### src/hdl/crtcx_regs.svh
// constants for the display timing extension register bank
//
// Contract
// - data byte reaches the extension register chosen by the 3-bit index, 00h-07h
// - start address bits 19:16 from ext0 bits 3:0, bit 20 from ext0 bit 6
// - line width bits 9:8 come from ext0 bits 5:4
// - ext0 bit 7 selects interlaced scanning, zero non-interlaced
// - ext2 fields widen vertical timing to 12 bits, plus display-end and compare bit 10
// - ext3 bit 5 disables mode 13 direct frame buffer acceleration
// - ext3 bit 7 low: attribute controller path, count-by clocking, no linear aperture
// - ext3 bit 7 high: engine pixels direct to DAC, counter clocked by zoom
// - ext4 page bits extend the VGA aperture to reach 16 megabytes
// - map select 00 joins page 7:1 with address 16:0; 01 page 7:0 with 15:0
// - interlaced only: ext5 is the half-line count that advances vertical counter
// - FIFO request goes high priority at level code plus one 8-qword requests
// - once high, at least max code plus one high priority requests are made
// - ext7 bit 0 with zoom 00 blocks refresh requests while window 0 shows
`ifndef CRTCX_REGS_SVH
`define CRTCX_REGS_SVH

`define CRTCX_IDX_START_OFFSET_INTERLACE 3'h0
`define CRTCX_IDX_HORIZONTAL_COUNTER     3'h1
`define CRTCX_IDX_VERTICAL_COUNTER       3'h2
`define CRTCX_IDX_MISC_MODE              3'h3
`define CRTCX_IDX_FRAME_PAGE             3'h4
`define CRTCX_IDX_HALF_LINE              3'h5
`define CRTCX_IDX_FIFO_PRIORITY          3'h6
`define CRTCX_IDX_REQUEST_BLOCK          3'h7
`define CRTCX_NUM_REGS                   8
`define CRTCX_REG_RESET                  8'h00

// writable bit masks, reserved bits forced to zero
`define CRTCX_MASK_MISC_MODE             8'he7
`define CRTCX_MASK_FIFO_PRIORITY         8'h77
`define CRTCX_MASK_REQUEST_BLOCK         8'h01
`define CRTCX_MASK_FULL                  8'hff

// ext3 fields
`define CRTCX_MISC_SCALE_LSB             0
`define CRTCX_MISC_MODE13_ACCEL_DIS      5
`define CRTCX_MISC_CSYNC_EN              6
`define CRTCX_MISC_NATIVE                7
// ext1 fields
`define CRTCX_HCTR_HRESET_EN             3
`define CRTCX_HCTR_HSYNC_OFF             4
`define CRTCX_HCTR_VSYNC_OFF             5
`define CRTCX_HCTR_VRESET_EN             7
// ext6 fields
`define CRTCX_PRI_LEVEL_LSB              0
`define CRTCX_PRI_MAX_LSB                4

`define CRTCX_MAP_128K                   2'h0
`define CRTCX_MAP_64K                    2'h1
`define CRTCX_ZOOM_X1                    2'h0

`endif

### src/hdl/crtcx_pkg.sv
// types shared by the extension register bank modules
package crtcx_pkg;
    typedef enum logic [1:0] {
        CRTCX_PRI_LOW  = 2'b01,
        CRTCX_PRI_HIGH = 2'b10
    } crtcx_pri_state_t;

    typedef logic [7:0] crtcx_byte_t;
endpackage

### src/hdl/crtcx_ext_regs.sv
// display timing extension register bank behind the index/data port
`timescale 1ns/100ps
`include "crtcx_regs.svh"
module crtcx_ext_regs
    import crtcx_pkg::*;
(
    input  wire logic        clk,
    input  wire logic        rst,
    input  wire logic        ce,
    // index/data port: index in byte 0, data in byte 1
    input  wire logic        portWr,
    input  wire logic        portRd,
    input  wire logic [1:0]  portByteEn,
    input  wire logic [15:0] portWrData,
    output logic [15:0]      portRdData,
    // timing side
    input  wire logic        video_reset_input,
    input  wire logic        hsyncIn,
    input  wire logic        vsyncIn,
    input  wire logic [7:0]  hCount,
    input  wire logic        oddField,
    input  wire logic [16:0] host_addr,
    input  wire logic [1:0]  memMapSel,
    input  wire logic [1:0]  hZoom,
    input  wire logic        window0Active,
    input  wire logic [3:0]  fifoLevel,
    input  wire logic        reqIssued,
    output logic [4:0]       startAddrHigh,
    output logic [1:0]       lineOffsetHigh,
    output logic             interlaceEn,
    output logic             hTotalBit8,
    output logic             hBlankStartBit8,
    output logic             hRetraceStartBit8,
    output logic             hBlankEndBit6,
    output logic             hCounterReset,
    output logic             vCounterReset,
    output logic             hsyncOut,
    output logic             vsyncOut,
    output logic [1:0]       vTotalHigh,
    output logic             vDisplayEndBit10,
    output logic [1:0]       vBlankStartHigh,
    output logic [1:0]       vRetraceStartHigh,
    output logic             lineCompareBit10,
    output logic             pixelEn,
    output logic             compositeSyncEn,
    output logic             mode13_accel_disable,
    output logic             nativePixelPath,
    output logic             zoomClockedCounter,
    output logic             linearApertureOk,
    output logic [23:0]      apertureAddr,
    output logic             halfLineAdvance,
    output logic             fifoHighPri,
    output logic             refreshBlocked
);
    crtcx_byte_t regs_q [`CRTCX_NUM_REGS];
    logic [2:0]  index_q;
    logic [2:0]  wrIndex;
    logic        pixelEnRaw;
    logic        highPriRaw;

    function automatic crtcx_byte_t wrMask(input logic [2:0] idx);
        unique case (idx)
            `CRTCX_IDX_MISC_MODE:     wrMask = `CRTCX_MASK_MISC_MODE;
            `CRTCX_IDX_FIFO_PRIORITY: wrMask = `CRTCX_MASK_FIFO_PRIORITY;
            `CRTCX_IDX_REQUEST_BLOCK: wrMask = `CRTCX_MASK_REQUEST_BLOCK;
            default:                  wrMask = `CRTCX_MASK_FULL;
        endcase
    endfunction

    // a word write uses its own new index for the data byte
    assign wrIndex = portByteEn[0] ? portWrData[2:0] : index_q;

    always_ff @(posedge clk or posedge rst) begin
        if (rst) begin
            index_q <= 3'h0;
        end else if (ce && portWr && portByteEn[0]) begin
            index_q <= portWrData[2:0];
        end
    end

    // reserved bits are stored as zero so reads give zeros whatever software wrote
    always_ff @(posedge clk or posedge rst) begin
        if (rst) begin
            for (int i = 0; i < `CRTCX_NUM_REGS; i++) begin
                regs_q[i] <= `CRTCX_REG_RESET;
            end
        end else if (ce && portWr && portByteEn[1]) begin
            regs_q[wrIndex] <= portWrData[15:8] & wrMask(wrIndex);
        end
    end

    always_ff @(posedge clk or posedge rst) begin
        if (rst) begin
            portRdData <= 16'h0000;
        end else if (ce && portRd) begin
            portRdData <= {regs_q[index_q], 5'h00, index_q};
        end
    end

    // address, width and timing extension bits
    always_ff @(posedge clk or posedge rst) begin
        if (rst) begin
            startAddrHigh     <= 5'h00;
            lineOffsetHigh    <= 2'h0;
            interlaceEn       <= 1'b0;
            hTotalBit8        <= 1'b0;
            hBlankStartBit8   <= 1'b0;
            hRetraceStartBit8 <= 1'b0;
            hBlankEndBit6     <= 1'b0;
            vTotalHigh        <= 2'h0;
            vDisplayEndBit10  <= 1'b0;
            vBlankStartHigh   <= 2'h0;
            vRetraceStartHigh <= 2'h0;
            lineCompareBit10  <= 1'b0;
        end else if (ce) begin
            startAddrHigh     <= {regs_q[0][6], regs_q[0][3:0]};
            lineOffsetHigh    <= regs_q[0][5:4];
            interlaceEn       <= regs_q[0][7];
            hTotalBit8        <= regs_q[1][0];
            hBlankStartBit8   <= regs_q[1][1];
            hRetraceStartBit8 <= regs_q[1][2];
            // the blanking end bit only matters to the native timing path
            hBlankEndBit6     <= regs_q[1][6] & regs_q[3][`CRTCX_MISC_NATIVE];
            vTotalHigh        <= regs_q[2][1:0];
            vDisplayEndBit10  <= regs_q[2][2];
            vBlankStartHigh   <= regs_q[2][4:3];
            vRetraceStartHigh <= regs_q[2][6:5];
            lineCompareBit10  <= regs_q[2][7];
        end
    end

    // counter resets and sync gating
    always_ff @(posedge clk or posedge rst) begin
        if (rst) begin
            hCounterReset <= 1'b0;
            vCounterReset <= 1'b0;
            hsyncOut      <= 1'b0;
            vsyncOut      <= 1'b0;
        end else if (ce) begin
            hCounterReset <= video_reset_input & regs_q[1][`CRTCX_HCTR_HRESET_EN];
            vCounterReset <= video_reset_input & regs_q[1][`CRTCX_HCTR_VRESET_EN];
            // inactive is taken as low here; polarity is applied downstream
            hsyncOut      <= hsyncIn & ~regs_q[1][`CRTCX_HCTR_HSYNC_OFF];
            vsyncOut      <= vsyncIn & ~regs_q[1][`CRTCX_HCTR_VSYNC_OFF];
        end
    end

    // mode selection
    always_ff @(posedge clk or posedge rst) begin
        if (rst) begin
            compositeSyncEn      <= 1'b0;
            mode13_accel_disable <= 1'b0;
            nativePixelPath      <= 1'b0;
            zoomClockedCounter   <= 1'b0;
            linearApertureOk     <= 1'b0;
            pixelEn              <= 1'b0;
        end else if (ce) begin
            compositeSyncEn      <= regs_q[3][`CRTCX_MISC_CSYNC_EN];
            mode13_accel_disable <= regs_q[3][`CRTCX_MISC_MODE13_ACCEL_DIS];
            nativePixelPath      <= regs_q[3][`CRTCX_MISC_NATIVE];
            zoomClockedCounter   <= regs_q[3][`CRTCX_MISC_NATIVE];
            linearApertureOk     <= regs_q[3][`CRTCX_MISC_NATIVE];
            pixelEn              <= pixelEnRaw;
        end
    end

    // paged VGA aperture; undefined map selects give address zero
    always_ff @(posedge clk or posedge rst) begin
        if (rst) begin
            apertureAddr <= 24'h000000;
        end else if (ce) begin
            unique case (memMapSel)
                `CRTCX_MAP_128K: apertureAddr <= {regs_q[4][7:1], host_addr};
                `CRTCX_MAP_64K:  apertureAddr <= {regs_q[4], host_addr[15:0]};
                default:         apertureAddr <= 24'h000000;
            endcase
        end
    end

    // half-line, priority and refresh blocking
    always_ff @(posedge clk or posedge rst) begin
        if (rst) begin
            halfLineAdvance <= 1'b0;
            fifoHighPri     <= 1'b0;
            refreshBlocked  <= 1'b0;
        end else if (ce) begin
            halfLineAdvance <= regs_q[0][7] & oddField & (hCount == regs_q[5]);
            fifoHighPri     <= highPriRaw;
            refreshBlocked  <= regs_q[7][0] & (hZoom == `CRTCX_ZOOM_X1)
                               & window0Active;
        end
    end

    crtcx_clk_div u_clk_div (
        .clk        (clk),
        .rst        (rst),
        .ce         (ce),
        .nativeMode (regs_q[3][`CRTCX_MISC_NATIVE]),
        .scale      (regs_q[3][2:0]),
        .pixelEn    (pixelEnRaw)
    );

    crtcx_fifo_pri u_fifo_pri (
        .clk       (clk),
        .rst       (rst),
        .ce        (ce),
        .fifoLevel (fifoLevel),
        .reqIssued (reqIssued),
        .levelCode (regs_q[6][2:0]),
        .maxCode   (regs_q[6][6:4]),
        .highPri   (highPriRaw)
    );
endmodule

### src/hdl/crtcx_clk_div.sv
// video clock divider producing a pixel enable pulse
`timescale 1ns/100ps
`include "crtcx_regs.svh"
module crtcx_clk_div
    import crtcx_pkg::*;
(
    input  wire logic       clk,
    input  wire logic       rst,
    input  wire logic       ce,
    input  wire logic       nativeMode,
    input  wire logic [2:0] scale,
    output logic            pixelEn
);
    logic [2:0] cnt_q;
    logic [2:0] last;

    // reserved codes fall back to divide by 1 so the pipe never stalls
    function automatic logic [2:0] divLast(input logic [2:0] code);
        unique case (code)
            3'h1:    divLast = 3'h1;
            3'h2:    divLast = 3'h2;
            3'h3:    divLast = 3'h3;
            3'h5:    divLast = 3'h5;
            3'h7:    divLast = 3'h7;
            default: divLast = 3'h0;
        endcase
    endfunction

    assign last = nativeMode ? divLast(scale) : 3'h0;

    always_ff @(posedge clk or posedge rst) begin
        if (rst) begin
            cnt_q   <= 3'h0;
            pixelEn <= 1'b0;
        end else if (ce) begin
            if (cnt_q >= last) begin
                cnt_q   <= 3'h0;
                pixelEn <= 1'b1;
            end else begin
                cnt_q   <= cnt_q + 3'h1;
                pixelEn <= 1'b0;
            end
        end
    end
endmodule

### src/hdl/crtcx_fifo_pri.sv
// display fifo request priority controller
`timescale 1ns/100ps
`include "crtcx_regs.svh"
module crtcx_fifo_pri
    import crtcx_pkg::*;
(
    input  wire logic       clk,
    input  wire logic       rst,
    input  wire logic       ce,
    input  wire logic [3:0] fifoLevel,
    input  wire logic       reqIssued,
    input  wire logic [2:0] levelCode,
    input  wire logic [2:0] maxCode,
    output logic            highPri
);
    crtcx_pri_state_t state_q;
    logic [3:0]       issued_q;
    logic             atLevel;
    logic             doneMin;

    assign atLevel = fifoLevel <= ({1'b0, levelCode} + 4'h1);
    assign doneMin = issued_q >= ({1'b0, maxCode} + 4'h1);

    always_ff @(posedge clk or posedge rst) begin
        if (rst) begin
            state_q  <= CRTCX_PRI_LOW;
            issued_q <= 4'h0;
            highPri  <= 1'b0;
        end else if (ce) begin
            unique case (state_q)
                CRTCX_PRI_LOW: begin
                    issued_q <= 4'h0;
                    if (atLevel) begin
                        state_q <= CRTCX_PRI_HIGH;
                        highPri <= 1'b1;
                    end
                end
                CRTCX_PRI_HIGH: begin
                    // stay until the minimum burst is out and the fifo has recovered
                    if (doneMin && !atLevel) begin
                        state_q <= CRTCX_PRI_LOW;
                        highPri <= 1'b0;
                    end else if (reqIssued && !doneMin) begin
                        issued_q <= issued_q + 4'h1;
                    end
                end
                default: begin
                    state_q <= CRTCX_PRI_LOW;
                    highPri <= 1'b0;
                end
            endcase
        end
    end
endmodule

### config.mk
export PLATFORM = sky130hd
export DESIGN_NAME = crtcx_ext_regs
export DESIGN_NICKNAME = d
export VERILOG_FILES = /design/src/hdl/crtcx_pkg.sv /design/src/hdl/crtcx_ext_regs.sv /design/src/hdl/crtcx_clk_div.sv /design/src/hdl/crtcx_fifo_pri.sv
export VERILOG_INCLUDE_DIRS = /design/src /design/src/hdl
export SDC_FILE = /design/constraint.sdc
export NUM_CORES = 1
export LEC_CHECK = 0
export BUFFER_PORTS_ARGS = -buffer_cell sky130_fd_sc_hd__buf_2
export CAP_MARGIN = 20
export CORE_MARGIN = 4
export CORE_UTILIZATION = 59
export DETAILED_ROUTE_END_ITERATION = 10
export PLACE_DENSITY_LB_ADDON = 0.12
export SYNTH_ARGS = -nofsm -noshare
export SYNTH_HDL_FRONTEND = slang
export SYNTH_SLANG_ARGS = --single-unit
export TNS_END_PERCENT = 1
### constraint.sdc
create_clock -name clk -period 8.06 [get_ports clk]
set_input_delay 0.806 -clock clk [delete_from_list [all_inputs] [get_ports clk]]
set_output_delay 0.806 -clock clk [all_outputs]
set_load 0.02 [all_outputs]
# --- Yosys cells after proc, flatten, opt, wreduce, memory -nomap -nowiden ---
# Cells that the tools add are included.
totals:
  in_bits: 62
  out_inout_bits: 73
  register_bits: 144
  word_cells: 116
classes:
  n_reduce_logical: 14
  n_bitwise: 14
  muxes: 23
  addsub: 4
  magnitude_cmp: 6
  n_eq_ne: 16
op_table:
  columns: ["operator", "count"]
  rows:
  - ["bitwise mux 64 bit", 1]
  - ["case mux 24 bit (2 select lines)", 1]
  - ["2-to-1 mux 8 bit", 4]
  - ["binary-select mux 8 bit (select 3 bit)", 1]
  - ["demux 8 bit (select 3 bit)", 1]
  - ["case mux 8 bit (3 select lines)", 1]
  - ["case mux 3 bit (5 select lines)", 1]
  - ["== test 3 bit, second input constant", 4]
  - ["AND 1 bit", 9]
  - ["== test 3 x 2 -> 1 bit, second input constant", 3]
  - ["2-to-1 mux 3 bit", 3]
  - ["adder 3 x 1 -> 4 bit, second input constant", 2]
  - ["AND 8 bit", 1]
  - ["== test 8 bit", 1]
  - [">= comparator 4 bit, second input constant", 2]
  - ["2-to-1 mux 4 bit", 2]
  - ["inverter 3 -> 4 bit", 2]
  - ["case mux 4 bit (2 select lines)", 1]
  - ["logical AND 1 bit", 7]
  - ["inequality test 2 x 1 -> 1 bit, second input constant", 3]
  - ["adder 4 x 1 -> 4 bit, second input constant", 1]
  - ["== test 2 x 1 -> 1 bit, second input constant", 2]
  - [">= comparator 4 bit", 1]
  - ["less-or-equal comparator 4 bit", 1]
  - ["other kinds (16)", 22]

# --- Longest topological paths before layout ---
depth:
  depth_word: 7
  ltp_mapped: 8
  depth_no_buf: 8

# --- By module ---
# From an unflattened synthesis, not the netlist that was laid out.
unflattened:
  cells_unflattened: 558
  hier_area_um2: 6756.5
by_module_without_submodules:
  columns: ["mod", "seq_area_each_um2", "area_each_um2", "instances", "cells_each"]
  rows:
  - ["crtcx_ext_regs", 3328.2, 5834.3, 1, 462]
  - ["crtcx_fifo_pri", 151.4, 625.6, 1, 67]
  - ["crtcx_clk_div", 100.1, 296.5, 1, 29]

# --- Least setup slack after synthesis ---
# OpenSTA, ideal clock, no wires.
synth_timing:
  kind: "input -> register"
  start: "input portByteEn[0]"
  end: "register regs_q[10] (netlist name)"
  setup_slack_ns: 6.028
  required_ns: 7.935
  stages: 4
  arrival_time_ns: 1.907
  path_buffers: 0
  setup_ns: 0.125
  cell_sequence: "mux2i_4 -> nand4_4 -> nor2_2 -> mux2_2"
synth_via:
  elab_chain_len: 7
  word_cells_on_any_way: 14
  cone_classes: "order compare: 2; eq/ne: 3; mux: 6; bitwise: 2; reduce/logical: 1"
synth_rtl:
  columns: ["element", "line", "source"]
  rows:
  - ["from (decl)", "crtcx_ext_regs.sv:13", "input wire logic [1:0] portByteEn,"]
  - ["2-to-1 mux 3 bit (*)", "crtcx_ext_regs.sv:71", "assign wrIndex = portByteEn[0] ? portWrData[2:0] : index_q;"]
  - ["inverter 3 -> 4 bit (not written as such)", "crtcx_ext_regs.sv:88", "regs_q[wrIndex] <= portWrData[15:8] & wrMask(wrIndex);"]
  - [">= comparator 4 bit (not written as such) / less-than comparator 4 x 1 -> 1 bit (equally long branches)", "crtcx_ext_regs.sv:88", null]
  - ["logical AND 1 bit (not written as such)", "crtcx_ext_regs.sv:88", null]
  - ["2-to-1 mux 8 bit (not written as such)", "crtcx_ext_regs.sv:88", null]
  - ["demux 8 bit (select 3 bit)", "crtcx_ext_regs.sv:88", null]
  - ["bitwise mux 64 bit (*)", "crtcx_ext_regs.sv:88", null]
  - ["to (signal, indexed assignment)", "crtcx_ext_regs.sv:85", "regs_q[i] <= `CRTCX_REG_RESET;"]
  - ["to (signal, indexed assignment)", "crtcx_ext_regs.sv:88", null]
  - ["to (decl)", "crtcx_ext_regs.sv:55", "crtcx_byte_t regs_q [`CRTCX_NUM_REGS];"]
# Every way passes the cells marked *; elsewhere a longest branch is shown, timed or not. The select of a mux whose other input is x is not followed.
# A chain may end at the register's enable or synchronous reset.

# --- Final worst setup path ---
layout_timing:
  start: "register index_q[1]"
  end: "register regs_q[54] (netlist name)"
layout_via:
  elab_chain_len: 7
  word_cells_on_any_way: 14
  cone_classes: "order compare: 2; eq/ne: 3; mux: 6; bitwise: 2; reduce/logical: 1"
layout_rtl:
  columns: ["element", "line", "source"]
  rows:
  - ["from (decl)", "crtcx_ext_regs.sv:56", "logic [2:0] index_q;"]
  - ["from (signal assigned)", "crtcx_ext_regs.sv:77", "index_q <= portWrData[2:0];"]
  - ["2-to-1 mux 3 bit (*)", "crtcx_ext_regs.sv:71", null]
  - ["inverter 3 -> 4 bit (not written as such)", "crtcx_ext_regs.sv:88", null]
  - [">= comparator 4 bit (not written as such) / less-than comparator 4 x 1 -> 1 bit (equally long branches)", "crtcx_ext_regs.sv:88", null]
  - ["logical AND 1 bit (not written as such)", "crtcx_ext_regs.sv:88", null]
  - ["2-to-1 mux 8 bit (not written as such)", "crtcx_ext_regs.sv:88", null]
  - ["demux 8 bit (select 3 bit)", "crtcx_ext_regs.sv:88", null]
  - ["bitwise mux 64 bit (*)", "crtcx_ext_regs.sv:88", null]
# Marked as above.

==> metrics.txt <==
outcome=finished clean; number of global-route vias before repair=approximately 4700; GR Overflow Total=0; Starting Density=0.607; Post-Synthesis Cells=roughly 530; hold_buf cts=0; post-route ant nets=0; post-synthesis adder-cell area fraction=0.0320; placed instance count=775; count of final hold-check violations=0; Synth Area per Inst=approximately 13 µm²; FF+latch count, synth=143; # fillers=753; XOR/XNOR share of the synthesized area=0.0132; Max VDD drop=between 0.0002 and 0.00025 V; DRC errors left=0; area grow syn2layout=20.5%; Layout Utilization=0.731; largest net degree at the start of global routing=between 80 and 90; core box area=roughly 0.011 mm²; Vias=between 4000 and 5000; CP startpoint kind=flop; slowest CP cell=dfrtp_1; Inserted Clock Buffers=17; RSZ-0062 raised after global routing=false; H-tree depth=4; crit-path max FO=23; initial antenna violation count=1; row count=38; fin crit share=0.315; number of max-cap violations=0; clk_lat worst skew=roughly 0.42 ns; WP data arrival=2.89 ns; Synth area leader=dfrtp_1; Final Power=approximately 2.5 mW; worst slew pin tran=approximately 1.1 ns; Die ar.=0.0130 mm²; Final setup viols=0; Detailed Route WL=15200 µm; HP Class=reg -> reg; Routed WL per cell=between 15 and 20 µm; required time of the critical path=8.41 ns; Worst Clk Skew=around 0.011 ns; Seq/Total Area, Yosys=0.539; Die H=114 µm; Main synth FF type=dfrtp_1; Critical Path Sink Type=flop; clock-pin slew of the registers on the worst-case setup and hold paths=approximately 0.060 ns; mux cell area share after synthesis=0.212; Synth Area in Compound Gates=0.0624; largest family of logic cells by synthesized area=multiplexers; max-slew violations=0; Layout Nets=734; max_slew headroom=0.299; min cycle time layout=between 2 and 3 ns; Hold EP=portRdData[15]; Top Ports=approximately 140; Post-CTS Setup Bufs=0; Post-Synth Simple-Gate Area=0.0903; final non-filler cell total=809; library cells used by synthesis=54; synthesized area=between 0.006 and 0.007 mm²; top cells by area, synth=dfrtp_1 54%, mux2_2 13%, mux4_2 5.4%; Post-synth EDFFs=0; top cell type's share of synthesized area=0.535; 1st-iter DRT viols=368; die width=114 µm; layout cells sized above 1=0.393; Port Buffers=around 120; R2R cell count=5; P_leak=just under 4 nW; DR vias/cell=around 5.6; FMAX=just under 0.4 GHz; worst r2r src=index_q[1]; drt first pass iters=4; Detailed Place HPWL=about 10000 µm; Clock Path Buffers=2; Crit Path Class=reg -> reg; Tot GR Track Use=0.250; count leader, synth=dfrtp_1; first-pass GRT wire length=~25000 µm; gpl congestion=0.794; CP cell instances=and3b_1, a31oi_1, nor2_1, nor2b_1, mux2_2; min-delay src=portRdData[15]; clk sinks=around 140; worst hold path depth=2; max incr delay on CP=about 0.77 ns; setup ws final=5.52 ns; Setup TNS=0 ns; R2R setup slack=~5.5 ns; synth cell count leaders=142 x dfrtp_1, 76 x mux2_2, 47 x inv_1; Root Driver=clkbuf_16; RR Endpoint=regs_q[54]; Syn. warnings=0; Place WS=between 5 and 6 ns; CTS tree=built; PD cells=315 mW/mm²; Post-synth ARST share=1.00; post-CTS sizing=0
==> kinds of logic after synthesis <==
| kind of cell | after synthesis |
|---|---|
| DFF | 143 |
| muxes | 109 |
| and+or+nand+nor | 106 |
| buffers and inverters | 74 |
| AOI/OAI and AO/OA | 71 |
| adders and majority gates | 17 |
| xor gates and xnor gates | 10 |
| other | 1 |
==> flip-flops by register name, indices dropped and copies added (netlist names), 2 cells and up <==
signal	cells
regs_q	64
apertureAddr	24
portRdData	11
startAddrHigh	5
u_fifo_pri.issued_q	4
index_q	3
u_clk_div.cnt_q	3
lineOffsetHigh	2
vBlankStartHigh	2
vRetraceStartHigh	2
vTotalHigh	2
==> power by group <==
part | switching, mW | total [mW] | leakage, nW | internal (mW)
combinational | 0.324 | 0.612 | 1.76 | 0.289
sequential | 0.138 | 1.02 | 1.85 | 0.885
clock | 0.291 | 0.884 | 0.326 | 0.593
==> metal layers <==
metal	track usage	share of wire	up-vias
met5	0	0	-
met4	0.101	0.023	0
met3	0.0560	0.064	22
met2	0.404	0.49	141
met1	0.330	0.42	2244
li1	-	-	2090
==> critical path, delay by kind of cell (launching register included) <==
kind               cells  cell delay [ns]
muxes                  1             0.28
DFF                    1             0.77
AOI/OAI and AO/OA      1             0.30
and+or+nand+nor        3             1.11
==> per-stage QoR <==
stage               hold WS [ns]  area (µm²)
floorplan                  0.446        6650
global placement           0.458        7320
detailed placement         0.468        7320
CTS                        0.486        7990
global route               0.508        8000
finish                     0.481        8000
==> how the worst max path moves through the flow <==
stage | start | end | depth (start not counted) | slack, ns
floorplan | rst | apertureAddr[0] | 1 | 3.42
global placement | ce | apertureAddr[22] | 5 | 5.17
detailed placement | ce | apertureAddr[6] | 5 | 5.01
CTS | ce | apertureAddr[8] | 5 | 5.48
global route | index_q[1] | regs_q[38] | 5 | 5.45
finish | index_q[1] | regs_q[54] | 5 | 5.52
==> cell usage in the layout (no fill, tap or decap), types with 2 or more instances in the layout <==
master     instances
a211oi_1           2
a21o_1             2
a21oi_1            4
a31oi_1            3
and2b_1            5
buf_2            124
buf_4              4
bufinv_16          6
clkbuf_16         17
clkbuf_8           2
clkinv_2           3
conb_1             5
dfrtp_1          142
diode_2            2
ha_1              17
inv_1             46
mux2_1             5
mux2_2            76
mux2i_1           11
mux4_2            16
nand2_1           43
nand2b_1           4
nand3_1            8
nand3b_1           3
nand4_1            3
nor2_1             5
nor2_2             3
nor2_4             2
nor2b_1           15
nor3_1             3
nor3b_1            3
o21a_1             2
o21ai_0           42
o221ai_1           2
o22ai_1            6
xnor2_1            6
xor2_1             4
==> area by class of cell <==
| class | instances | area (µm²) | area share |
|---|---|---|---|
| inverter | 47 | 181 | 0.0227 |
| timing repair buffer | 128 | 651 | 0.0814 |
| sequential | 143 | 3580 | 0.448 |
| antenna | 2 | 5.00 | 0.000626 |
| tap | 140 | 175 | 0.0219 |
| clock inverter | 11 | 211 | 0.0264 |
| multi-input combinational | 318 | 2740 | 0.342 |
| clock buffer | 20 | 457 | 0.0571 |
No activity file was read; power rests on OpenSTA's default activity.
